### src/hdl/mprr_pkg.sv
// Constants and carrier types for the readout mode controller.
// Assumes one memory clock domain shared with the controller pins.
package mprr_pkg;
    localparam int ADDR_W = 14;
    localparam int DQ_W = 16;
    localparam int LAT_W = 6;
    localparam int LAT_DEPTH = 40;

    // Mode register select codes from {BA2,BA1,BA0}
    localparam logic [2:0] BASE_MR_SEL = 3'h0;
    localparam logic [2:0] MR1_SEL = 3'h1;
    localparam logic [2:0] REFR_MR_SEL = 3'h2;
    localparam logic [2:0] RDOUT_MR_SEL = 3'h3;

    // Field positions within the address word
    localparam int RDOUT_LOC_LO = 0;
    localparam int RDOUT_EN_BIT = 2;
    localparam int REFR_RTTWR_LO = 9;
    localparam int MR1_AL_LO = 3;
    localparam int MR1_WL_BIT = 7;
    localparam int BASE_BL_LO = 0;
    localparam int BASE_CL_LO = 4;
    localparam int BASE_CLX_BIT = 2;
    localparam int COL_NIB_BIT = 2;
    localparam int COL_AP_BIT = 10;
    localparam int COL_BC_BIT = 12;

    // Values after reset
    localparam logic [13:0] BASE_RST = 14'h0000;
    localparam logic [13:0] MR1_RST = 14'h0000;
    localparam logic [1:0] RTTWR_RST = 2'h0;
    localparam logic [1:0] LOC_RST = 2'h0;

    // Burst length field codes
    localparam logic [1:0] BL_FIXED8 = 2'h0;
    localparam logic [1:0] BL_OTF = 2'h1;
    localparam logic [1:0] BL_FIXED4 = 2'h2;

    localparam logic [1:0] LOC_CAL = 2'h0;
    localparam logic [1:0] RTTWR_OFF = 2'h0;
    // Beat k of the burst takes bit k, or bit k+4 for an upper-nibble chop
    localparam logic [7:0] CAL_PATTERN = 8'hAA;
    localparam logic [7:0] RSV_PATTERN = 8'h00;
    localparam logic [3:0] BEATS8 = 4'h8;
    localparam logic [3:0] BEATS4 = 4'h4;
    localparam logic [2:0] WR_TERM_CYC = 3'h6;
    localparam logic [4:0] CL_BASE = 5'h04;
    localparam logic [4:0] CL_EXT_BASE = 5'h0C;

    typedef struct packed {
        logic cke;
        logic cs_n;
        logic ras_n;
        logic cas_n;
        logic we_n;
        logic [2:0] ba;
        logic [ADDR_W-1:0] addr;
    } mprr_cmd_t;

    typedef struct packed {
        logic readout;
        logic chop;
        logic upper;
        logic [1:0] loc;
    } mprr_rd_t;

    typedef enum logic [2:0] {
        CMD_NOP, CMD_MRS, CMD_RD, CMD_WR, CMD_OTHER
    } mprr_op_t;

    typedef enum logic [1:0] {TERM_OFF, TERM_NOM, TERM_WR} mprr_term_t;
endpackage : mprr_pkg

### src/hdl/mprr_lat_pipe.sv
// Delay line placing each read descriptor at its read latency.
// Assumes latency is at least one and below DEPTH.
`timescale 1ns/1ps
module mprr_lat_pipe #(
    parameter int DEPTH = mprr_pkg::LAT_DEPTH
) (
    input wire logic core_clk,
    input wire logic rst,
    input wire logic in_valid,
    input wire mprr_pkg::mprr_rd_t in_desc,
    input wire logic [mprr_pkg::LAT_W-1:0] latency,
    output logic out_valid,
    output mprr_pkg::mprr_rd_t out_desc
);
    logic [DEPTH-1:0] vld_r;
    logic [DEPTH-1:0] vld_nxt;
    mprr_pkg::mprr_rd_t desc_r [DEPTH];
    mprr_pkg::mprr_rd_t desc_nxt [DEPTH];

    always_comb begin
        vld_nxt = {vld_r[DEPTH-2:0], in_valid};
        desc_nxt[0] = in_desc;
        for (int i = 1; i < DEPTH; i++) begin
            desc_nxt[i] = desc_r[i-1];
        end
    end

    genvar g;
    generate
        for (g = 0; g < DEPTH; g++) begin : g_stage
            always_ff @(posedge core_clk) begin
                if (rst) begin
                    vld_r[g] <= 1'b0;
                    desc_r[g] <= '0;
                end else begin
                    vld_r[g] <= vld_nxt[g];
                    desc_r[g] <= desc_nxt[g];
                end
            end
        end
    endgenerate

    localparam logic [mprr_pkg::LAT_W-1:0] LAT_ONE = 6'h01;

    // Tap one short so the serializer register lands at latency
    assign out_valid = vld_r[latency-LAT_ONE];
    assign out_desc = desc_r[latency-LAT_ONE];
endmodule : mprr_lat_pipe

### src/hdl/mprr_burst_ser.sv
// Burst serializer: one beat per clock onto the data pins.
// Assumes array data is already aligned when a normal read plays.
`timescale 1ns/1ps
module mprr_burst_ser #(
    parameter bit REPLICATE = 1'b1
) (
    input wire logic core_clk,
    input wire logic rst,
    input wire logic start,
    input wire mprr_pkg::mprr_rd_t desc,
    input wire logic [mprr_pkg::DQ_W-1:0] array_dq,
    output logic [mprr_pkg::DQ_W-1:0] dq_r,
    output logic dq_oe_r
);
    mprr_pkg::mprr_rd_t cur_r, cur_nxt;
    logic [3:0] cnt_r, cnt_nxt;
    logic [3:0] left_r, left_nxt;
    logic [mprr_pkg::DQ_W-1:0] dq_nxt;
    logic oe_nxt;
    logic [7:0] pat;
    logic [2:0] order;
    logic bit_v;

    always_comb begin
        cur_nxt = cur_r;
        cnt_nxt = cnt_r;
        left_nxt = left_r;
        if (start) begin
            cur_nxt = desc;
            cnt_nxt = 4'h0;
            left_nxt = desc.chop ? mprr_pkg::BEATS4 : mprr_pkg::BEATS8;
        end else if (left_r != 4'h0) begin
            cnt_nxt = cnt_r + 4'h1;
        end
        // Reserved locations play zeros in the same order
        pat = (cur_nxt.loc == mprr_pkg::LOC_CAL) ?
            mprr_pkg::CAL_PATTERN : mprr_pkg::RSV_PATTERN;
        // Upper nibble gives order 4..7 for chopped bursts
        order = cur_nxt.chop ? {cur_nxt.upper, cnt_nxt[1:0]}
                             : cnt_nxt[2:0];
        bit_v = pat[order];
        oe_nxt = start || (left_r > 4'h1);
        if (!oe_nxt) begin
            dq_nxt = '0;
        end else if (cur_nxt.readout) begin
            // Same bit in every lane, or only bit 0 per byte
            dq_nxt = REPLICATE ? {mprr_pkg::DQ_W{bit_v}}
                               : {7'h00, bit_v, 7'h00, bit_v};
        end else begin
            dq_nxt = array_dq;
        end
        if (!start && left_r != 4'h0) begin
            left_nxt = left_r - 4'h1;
        end
    end

    always_ff @(posedge core_clk) begin
        if (rst) begin
            cur_r <= '0;
            cnt_r <= 4'h0;
            left_r <= 4'h0;
            dq_r <= '0;
            dq_oe_r <= 1'b0;
        end else begin
            cur_r <= cur_nxt;
            cnt_r <= cnt_nxt;
            left_r <= left_nxt;
            dq_r <= dq_nxt;
            dq_oe_r <= oe_nxt;
        end
    end
endmodule : mprr_burst_ser

### src/hdl/mprr_mode_ctrl.sv
// Mode register decode, readout mode control, read latency and
// write termination selection of the memory device.
// Assumes the command pins are sampled at each rising core_clk edge.
`timescale 1ns/1ps
module mprr_mode_ctrl #(
    parameter bit REPLICATE = 1'b1
) (
    input wire logic core_clk,
    input wire logic rst,
    input wire logic reset_pin_n,
    input wire mprr_pkg::mprr_cmd_t cmd,
    input wire logic odt,
    input wire logic [mprr_pkg::DQ_W-1:0] array_dq,
    output logic [mprr_pkg::DQ_W-1:0] dq_out,
    output logic dq_oe,
    output logic array_rd,
    output logic array_wr,
    output logic array_autopre,
    output mprr_pkg::mprr_term_t term_sel,
    output logic [2:0] rtt_nom_out,
    output logic [1:0] rtt_wr_out,
    output logic readout_en,
    output logic [1:0] readout_loc,
    output logic [mprr_pkg::LAT_W-1:0] read_latency,
    output logic illegal_cmd
);
    // Command decode from the pin levels at the rising edge
    function automatic mprr_pkg::mprr_op_t dec_op(
        input mprr_pkg::mprr_cmd_t c,
        input logic cke_prev
    );
        if (!(cke_prev && c.cke)) begin
            dec_op = mprr_pkg::CMD_OTHER;
        end else if (c.cs_n) begin
            dec_op = mprr_pkg::CMD_NOP;
        end else begin
            case ({c.ras_n, c.cas_n, c.we_n})
                3'h0: dec_op = mprr_pkg::CMD_MRS;
                3'h5: dec_op = mprr_pkg::CMD_RD;
                3'h4: dec_op = mprr_pkg::CMD_WR;
                3'h7: dec_op = mprr_pkg::CMD_NOP;
                default: dec_op = mprr_pkg::CMD_OTHER;
            endcase
        end
    endfunction : dec_op

    function automatic logic [4:0] cas_lat(input logic [13:0] m0);
        logic [4:0] code;
        code = {2'h0, m0[mprr_pkg::BASE_CL_LO +: 3]};
        cas_lat = m0[mprr_pkg::BASE_CLX_BIT] ?
            mprr_pkg::CL_EXT_BASE + code : mprr_pkg::CL_BASE + code;
    endfunction : cas_lat

    // Reset pin from outside the clock domain
    logic rp_meta_r;
    logic rp_sync_r;
    logic cke_prev_r;
    logic [13:0] base_r, base_nxt;
    logic [13:0] mr1_r, mr1_nxt;
    logic [1:0] rttwr_r, rttwr_nxt;
    logic ro_en_r, ro_en_nxt;
    logic [1:0] loc_r, loc_nxt;
    logic [2:0] wr_cnt_r, wr_cnt_nxt;
    logic illegal_r, illegal_nxt;
    logic [mprr_pkg::LAT_W-1:0] rl_r, rl_nxt;

    mprr_pkg::mprr_op_t op;
    logic soft_clr;
    logic rd_go;
    logic chop;
    logic [4:0] cl;
    logic [4:0] al;
    mprr_pkg::mprr_rd_t rd_desc;
    logic pipe_vld;
    mprr_pkg::mprr_rd_t pipe_desc;

    always_ff @(posedge core_clk) begin
        if (rst) begin
            rp_meta_r <= 1'b0;
            rp_sync_r <= 1'b0;
            cke_prev_r <= 1'b0;
        end else begin
            rp_meta_r <= reset_pin_n;
            rp_sync_r <= rp_meta_r;
            cke_prev_r <= cmd.cke;
        end
    end

    // Pin reset also clears readout mode at any time
    assign soft_clr = !rp_sync_r;
    assign op = dec_op(cmd, cke_prev_r);

    always_comb begin
        base_nxt = base_r;
        mr1_nxt = mr1_r;
        rttwr_nxt = rttwr_r;
        ro_en_nxt = ro_en_r;
        loc_nxt = loc_r;
        illegal_nxt = 1'b0;
        if (soft_clr) begin
            base_nxt = mprr_pkg::BASE_RST;
            mr1_nxt = mprr_pkg::MR1_RST;
            rttwr_nxt = mprr_pkg::RTTWR_RST;
            ro_en_nxt = 1'b0;
            loc_nxt = mprr_pkg::LOC_RST;
        end else if (op == mprr_pkg::CMD_MRS) begin
            case (cmd.ba)
                mprr_pkg::BASE_MR_SEL: base_nxt = cmd.addr;
                mprr_pkg::MR1_SEL: mr1_nxt = cmd.addr;
                mprr_pkg::REFR_MR_SEL: begin
                    rttwr_nxt = cmd.addr[mprr_pkg::REFR_RTTWR_LO +: 2];
                end
                mprr_pkg::RDOUT_MR_SEL: begin
                    // Upper address bits are not checked
                    ro_en_nxt = cmd.addr[mprr_pkg::RDOUT_EN_BIT];
                    loc_nxt = cmd.addr[mprr_pkg::RDOUT_LOC_LO +: 2];
                end
                default: begin
                    illegal_nxt = ro_en_r;
                end
            endcase
        end else if (ro_en_r && op != mprr_pkg::CMD_RD
                     && op != mprr_pkg::CMD_NOP) begin
            // Besides mode writes to select codes 0-3, only reads and NOPs may follow while readout is enabled
            illegal_nxt = 1'b1;
        end
    end

    // Read latency register follows the mode registers
    always_comb begin
        cl = cas_lat(base_r);
        case (mr1_r[mprr_pkg::MR1_AL_LO +: 2])
            2'h1: al = cl - 5'h01;
            2'h2: al = cl - 5'h02;
            default: al = 5'h00;
        endcase
        rl_nxt = {1'b0, al} + {1'b0, cl};
    end

    // Burst chop choice per read
    always_comb begin
        case (base_r[mprr_pkg::BASE_BL_LO +: 2])
            mprr_pkg::BL_FIXED4: chop = 1'b1;
            mprr_pkg::BL_OTF: chop = !cmd.addr[mprr_pkg::COL_BC_BIT];
            default: chop = 1'b0;
        endcase
    end

    assign rd_go = (op == mprr_pkg::CMD_RD);
    // Bank and other column bits do not reach the descriptor
    always_comb begin
        rd_desc.readout = ro_en_r;
        rd_desc.chop = chop;
        rd_desc.upper = chop && cmd.addr[mprr_pkg::COL_NIB_BIT];
        rd_desc.loc = ro_en_r ? loc_r : mprr_pkg::LOC_CAL;
    end

    // Array sees reads and writes only with readout off
    assign array_rd = rd_go && !ro_en_r;
    assign array_wr = (op == mprr_pkg::CMD_WR) && !ro_en_r;
    // Auto-precharge dropped in readout mode
    assign array_autopre = array_rd && cmd.addr[mprr_pkg::COL_AP_BIT];

    // Write termination window after a write command
    always_comb begin
        wr_cnt_nxt = wr_cnt_r;
        if (array_wr) begin
            wr_cnt_nxt = mprr_pkg::WR_TERM_CYC;
        end else if (wr_cnt_r != 3'h0) begin
            wr_cnt_nxt = wr_cnt_r - 3'h1;
        end
    end

    always_ff @(posedge core_clk) begin
        if (rst) begin
            base_r <= mprr_pkg::BASE_RST;
            mr1_r <= mprr_pkg::MR1_RST;
            rttwr_r <= mprr_pkg::RTTWR_RST;
            ro_en_r <= 1'b0;
            loc_r <= mprr_pkg::LOC_RST;
            wr_cnt_r <= 3'h0;
            illegal_r <= 1'b0;
            rl_r <= '0;
        end else begin
            base_r <= base_nxt;
            mr1_r <= mr1_nxt;
            rttwr_r <= rttwr_nxt;
            ro_en_r <= ro_en_nxt;
            loc_r <= loc_nxt;
            wr_cnt_r <= wr_cnt_nxt;
            illegal_r <= illegal_nxt;
            rl_r <= rl_nxt;
        end
    end

    // Termination choice; reserved write code falls back to nominal
    always_comb begin
        if (!odt) begin
            term_sel = mprr_pkg::TERM_OFF;
        end else if (wr_cnt_r != 3'h0 && !mr1_r[mprr_pkg::MR1_WL_BIT]
                     && rttwr_r != mprr_pkg::RTTWR_OFF
                     && rttwr_r != 2'h3) begin
            term_sel = mprr_pkg::TERM_WR;
        end else begin
            term_sel = mprr_pkg::TERM_NOM;
        end
    end

    assign rtt_nom_out = {mr1_r[9], mr1_r[6], mr1_r[2]};
    assign rtt_wr_out = rttwr_r;
    assign readout_en = ro_en_r;
    assign readout_loc = loc_r;
    assign read_latency = rl_r;
    assign illegal_cmd = illegal_r;

    // Readout and array reads share one latency path
    mprr_lat_pipe #(
        .DEPTH(mprr_pkg::LAT_DEPTH)
    ) u_pipe (
        .core_clk(core_clk),
        .rst(rst || soft_clr),
        .in_valid(rd_go),
        .in_desc(rd_desc),
        .latency(rl_r),
        .out_valid(pipe_vld),
        .out_desc(pipe_desc)
    );

    mprr_burst_ser #(
        .REPLICATE(REPLICATE)
    ) u_ser (
        .core_clk(core_clk),
        .rst(rst || soft_clr),
        .start(pipe_vld),
        .desc(pipe_desc),
        .array_dq(array_dq),
        .dq_r(dq_out),
        .dq_oe_r(dq_oe)
    );
endmodule : mprr_mode_ctrl

### config.mk
export PLATFORM = sky130hd
export DESIGN_NAME = mprr_mode_ctrl
export DESIGN_NICKNAME = d
export VERILOG_FILES = /design/src/hdl/mprr_pkg.sv /design/src/hdl/mprr_lat_pipe.sv /design/src/hdl/mprr_burst_ser.sv /design/src/hdl/mprr_mode_ctrl.sv
export SDC_FILE = /design/constraint.sdc
export NUM_CORES = 1
export LEC_CHECK = 0
export ABC_AREA = 1
export BUFFER_PORTS_ARGS = -buffer_cell sky130_fd_sc_hd__buf_2
export CORE_AREA = 2 2 134 136
export DETAILED_ROUTE_END_ITERATION = 10
export DIE_AREA = 0 0 136 138
export PLACE_DENSITY_LB_ADDON = 0.3
export REMOVE_ABC_BUFFERS = 1
export SYNTH_ARGS = -nofsm -noshare
export SYNTH_HDL_FRONTEND = slang
export SYNTH_SLANG_ARGS = --single-unit
### constraint.sdc
create_clock -name core_clk -period 3.49 [get_ports core_clk]
set_input_delay 0.698 -clock core_clk [delete_from_list [all_inputs] [get_ports core_clk]]
set_output_delay 0.698 -clock core_clk [all_outputs]
set_load 0.01 [all_outputs]
Yosys cells after proc, flatten, opt, wreduce, memory -nomap -nowiden
Memory sizes are Yosys's and may differ from the RTL's.
Cells that the tools add are included.
- register bits after elaboration: 105
- RAM bits: 200
- bits of input ports: 42
- word-level logic and storage cells: 237
- memories kept: 1
- add/sub/neg operators: 9
- magnitude comparators: 3
- equality and inequality tests: 15
- multiplexer cells: 70
- bitwise gates (word level): 42
- reduce and logical (&&, ||, !) cells: 36
- memory list (name ; depth ; width ; rd ports ; clocked after memory_dff ; wr ports ; line ; text):
    u_pipe.desc_r ; 40 ; 5 ; 40 ; 0 ; 40 ; mprr_lat_pipe.sv:17 ; mprr_pkg::mprr_rd_t desc_r [DEPTH];
- operators with widths (cell ; number):
    $mux W5 ; 42
    $or A1 B1 Y1 ; 40
    $mux W3 ; 7
    $mux W16 ; 1
    $eq A3 B2 Y1 const B ; 4
    $mux W4 ; 3
    $pmux W3 S4 ; 1
    $logic_and A1 B1 Y1 ; 11
    $pmux W5 S2 ; 1
    $eq A3 B3 Y1 const B ; 3
    $mux W1 ; 8
    $mux W8 ; 1
    $reduce_and A2 Y1 ; 4
    $reduce_or A2 Y1 ; 4
    $lt A6 B7 Y1 const B ; 1
    $add A5 B5 Y6 ; 1
    $bmux W1 S6 ; 1
    $eq A3 B1 Y1 const B ; 2
    $logic_not A3 Y1 ; 2
    $mux W2 ; 3
    $reduce_bool A2 Y1 ; 3
    $reduce_bool A3 Y1 ; 2
    $sub A6 B1 Y6 const B ; 1
    $add A4 B3 Y5 const A ; 1
    20 further kinds ; 28

Longest topological paths before layout
- depth after elaboration: 9
- gate-level depth with buffers: 24
- gate-level depth less buffers: 17

Hierarchy
A second synthesis with hierarchy kept.
- cells, all modules: 1625
- area total of the unflattened synthesis: 11808.8 um^2
- by module, submodules not included (module ; instances ; cells an instance ; area an instance (um^2)):
    mprr_lat_pipe ; 1 ; 1267 ; 9083.7
    mprr_mode_ctrl ; 1 ; 244 ; 1735.4
    mprr_burst_ser ; 1 ; 114 ; 989.7

Least setup slack after synthesis
No wires, ideal clock.
- path kind: reg2reg
- from: register rl_r (netlist bit read_latency[0])
- to: register u_ser.dq_r[10] (netlist name)
- setup time: 66 ps
- data arrival time: 2860 ps
- setup slack: 564 ps
- cell stages (with the launch flop): 24
- path buffers: 8
- cells stage by stage: dfxtp_1 buf_6 inv_6 buf_4 buf_4 clkbuf_1 ha_1 buf_2 inv_2 buf_4 buf_2 a21oi_1 o21ai_1 nand3_1 nand3_1 nand3_1 nand2_1 nand2_1 nand2_1 nand2_1 nor2_2 nand2_4 buf_6 a21oi_2
- longest elaborated chain between the ends: 9
- RTL lines (element ; line ; text):
    start: declaration ; mprr_mode_ctrl.sv:65 ; logic [mprr_pkg::LAT_W-1:0] rl_r, rl_nxt;
    start signal: assignment ; mprr_mode_ctrl.sv:192 ; rl_r <= rl_nxt;
    $sub A6 B1 Y6 (*) ; mprr_lat_pipe.sv:46, mprr_lat_pipe.sv:47 ;
    $bmux W1 S6 ; mprr_lat_pipe.sv:46 ; assign out_valid = vld_r[latency-LAT_ONE];
    $mux W1 (not written as such) ; mprr_lat_pipe.sv:46 ;
    $mux W5 ; mprr_burst_ser.sv:28 ; if (start) begin
    $logic_not A2 Y1 ; mprr_burst_ser.sv:36 ; pat = (cur_nxt.loc == mprr_pkg::LOC_CAL) ?
    $mux W8 ; mprr_burst_ser.sv:36 ;
    $bmux W1 S3 ; mprr_burst_ser.sv:41 ; bit_v = pat[order];
    $mux W1 (not written as such) ; mprr_burst_ser.sv:41 ;
    $mux W16 ; mprr_burst_ser.sv:45 ; end else if (cur_nxt.readout) begin
    end signal: assignment ; mprr_burst_ser.sv:68 ; dq_r <= dq_nxt;
    end: declaration ; mprr_burst_ser.sv:12 ; output logic [mprr_pkg::DQ_W-1:0] dq_r,
Mark *: on every way between the ends. The rest lies on a longest branch, timed or not. The select of a mux whose other input is x is not followed.
A chain may end at the register's enable or synchronous reset.

Final worst setup path
- from: register rl_r (netlist bit read_latency[0])
- to: register u_ser.dq_r[0] (netlist name)
Same word-level chain as after synthesis.

==> key figures <==
Place
  • Routability cong.: 0.779
  • Placed cell count: 1622
  • PortBufs: 75
  • HPWL after detailed placement: 11900 um

Clock tree
  • CTS tree: done
  • Post-CTS setup buffer count: 0
  • Clock sinks: 255
  • Num CTS Buffers: 26
  • H-tree levels: 1
  • CTS max path bufs: 3
  • Clock Latency Late Sink: 520 ps
  • Clock Pin Slew Worst Setup and Hold Paths: 60 ps
  • Root Buffer: clkbuf_16
  • CTS Hold Bufs: 0
  • PostCTS Resize Cnt: 0

STA
  • Endpoints failing setup: 0
  • Final hold vios: 0
  • WHS: around 380 ps
  • Unrepaired setup endpoints after global routing: no
  • Final Cycle Share: 82.1%
  • Clock skew: 6.86 ps
  • Period minus WS final: between 2000 and 3000 ps
  • Max_slew headroom: 39.2%
  • Setup TNS: 0 ps
  • Slew @ Worst Pin: 912 ps
  • Fmax: 0.349 GHz
  • Max-slew violation count: 0

Final layout
  • Final Instance Count excl. Fillers: 1662
  • P&R area growth vs syn: 11.1%
  • Nets: 1484
  • Utilization after layout: between 60 and 70%
  • Layout cells sized above 1: 10.7%
  • Antenna Cells: 0

Logic synthesis
  • Synth Warn #: 0
  • Cell variety after synth: 38
  • Number of enable flip-flop cells after synthesis: 0
  • Mapped Cells: 1380
  • Post-Syn Area: 10300 um^2
  • Yosys reg bits: roughly 260
  • Most used DFF post-synth: dfxtp_1
  • Ys async rst share: 0%
  • Seq/Total Area, Yosys: 49.7%
  • Post-Syn Area per Cell: 7.45 um^2

Routing
  • DRT Pass-1 Iters: 4
  • WL per Instance: between 10 and 15 um
  • 1st-iter DRT viols: roughly 550
  • Routed Antenna Nets: 0
  • DRC: 0
  • Vias per cell: 4.92
  • Total number of vias: 8180
  • Final WL: 20300 um

Worst setup path
  • Reg-to-Reg End: u_ser.dq_r[0]
  • Endpoint class of the critical path: flop
  • Critical path launch point type: flop
  • R2r setup slk: around 620 ps
  • FF-to-FF path depth: 14
  • Crit path DAT: 3240 ps
  • Crit-path max FO: 51
  • CP required: slightly below 4000 ps
  • Worst reg2reg startpoint: read_latency[0]
  • Critical path class: reg2reg

GRT
  • GR Overflow Total: 0
  • First-pass GRT wire length: 34700 um
  • Vias in the first global route: slightly below 8000
  • All-Layer GR Usage: 21.9%
  • Initial antenna violation count: 0
  • Largest net degree at the start of global routing: 120

Hold path
  • Worst hold path class: in2reg
  • Hold Path Origin: reset_pin_n
  • Hold Crit Depth: 3
  • Hold endpoint: rp_meta_r

Floorplan
  • Die X: 136 um
  • Placement row count: 49
  • I/O pin total: 79
  • Die area: 18800 um^2
  • Initial Util: 58.6%
  • Die Ht: between 100 and 150 um
  • Core Area: 17500 um^2

Power and ir drop
  • Power consumption: approximately 5.8 mW
  • P per Cell Area: a little over 500 nW/um^2
  • Leakage power: roughly 4.4 nW
  • Max VDD drop: 0.408 mV

Run status
  • Outcome: finished clean

Run
  • Maxcap violations: 0
[registers in the layout, summed over array words and instances (netlist names), 2 cells and up]
signal and count:
rtt_wr_out 2, readout_loc 2, base_r 6, u_ser.left_r 4, read_latency 6, u_ser.cur_r 3
u_pipe.desc_r 160, u_ser.dq_r 16, u_pipe.vld_nxt 39, mr1_r 6, wr_cnt_r 3
[worst max-delay path by stage]
stage	slack [ps]	depth (start not counted)	to	start
after CTS	610	15	u_ser.dq_r[10]	read_latency[0]
final	620	14	u_ser.dq_r[0]	read_latency[0]
after global placement	640	15	u_ser.dq_r[14]	read_latency[1]
after global routing	310	12	u_ser.dq_r[3]	read_latency[1]
after floorplan	-2680	11	u_ser.dq_r[0]	read_latency[0]
after detailed placement	630	15	u_ser.dq_r[10]	read_latency[0]
[worst max-delay path, stage by stage (launching register included)]
cell and delay (ps):
dfxtp_4 380, inv_6 40, ha_2 320, buf_4 520, a21oi_1 90, o21ai_1 130
a21oi_1 100, o21ai_2 270, nand2_4 110, inv_2 100, nand2_2 70, nand2_4 180
nor2_4 50, nand2_4 210, a21oi_1 100
[layer usage]
| metal | global-route usage (%) | vias to the layer above | wire (um) |
|---|---|---|---|
| li1 | - | 4281 | - |
| met1 | 27.3 | 3704 | 9130 |
| met2 | 38.6 | 155 | 9690 |
| met3 | 3.63 | 40 | 1020 |
| met4 | 6.63 | 0 | 431 |
| met5 | 0 | - | 0 |
[through the flow]
stage | cell area, um^2 | setup WS (ps)
final | 11400 | 624
after global routing | 11400 | 312
after CTS | 11400 | 607
after detailed placement | 10600 | 627
after global placement | 10600 | 641
after floorplan | 9860 | -2680
[synth_stat cells (3+ instances only)]
| library cell | instances | area [um^2] |
|---|---|---|
| inv_1 | 261 | 980 |
| dfxtp_1 | 255 | 5100 |
| nor2_1 | 246 | 923 |
| nand2_1 | 187 | 702 |
| a21oi_1 | 99 | 495 |
| nand3_1 | 90 | 450 |
| o21ai_0 | 63 | 315 |
| clkbuf_1 | 28 | 105 |
| ha_1 | 20 | 250 |
| buf_4 | 16 | 120 |
| buf_2 | 14 | 70.1 |
| o211ai_1 | 14 | 105 |
| o21ai_1 | 14 | 70.1 |
| a21oi_2 | 11 | 96.3 |
| buf_6 | 11 | 124 |
| inv_2 | 5 | 18.8 |
| nand4_1 | 5 | 31.3 |
| nor3_1 | 5 | 25.0 |
| nand2_4 | 4 | 45.0 |
| nand2_2 | 3 | 18.8 |
| o22ai_1 | 3 | 18.8 |
| or2_2 | 3 | 18.8 |
[logic make-up (layout without fill, tap and decap cells)]
group | count (synthesis) | after routing | synth area share, %
xor+xnor | 1 | 1 | 0.0852
simple gates | 554 | 554 | 22.4
compound gates | 212 | 212 | 11.3
buf+inv | 337 | 390 | 13.9
fa+ha+maj | 21 | 21 | 2.63
flops | 255 | 255 | 49.7
[cell usage in the layout, fill, tap and decap left out, types with 4 or more instances in the layout]
cell type / count
a21oi_2: 11
nand2_1: 186
nand2_4: 5
inv_2: 5
buf_2: 75
buf_4: 5
o21ai_0: 63
o211ai_1: 14
o21ai_1: 14
nor2_1: 246
nand3_1: 90
nand4_1: 5
nor3_1: 5
clkbuf_1: 7
dfxtp_1: 254
clkbuf_8: 4
a21oi_1: 99
inv_1: 261
clkbuf_16: 27
ha_1: 19
[final cells by class]
cell class                 count  area (um^2)
sequential                   255         5110
multi-input combinational    788         3750
clock buffer                  38          757
inverter                     267         1010
timing repair buffer          83          473
clock inverter                 2         35.0
tap                          229          287
fill                        1512         6110
[report_power, final]
part	switching (mW)	internal [mW]	leakage, nW
Sequential	0.00784	2.92	2.06
Combinational	0.141	0.0688	1.91
Clock	1.06	1.55	0.388
Total	1.21	4.55	4.35
(Power assumes the default switching activity.)
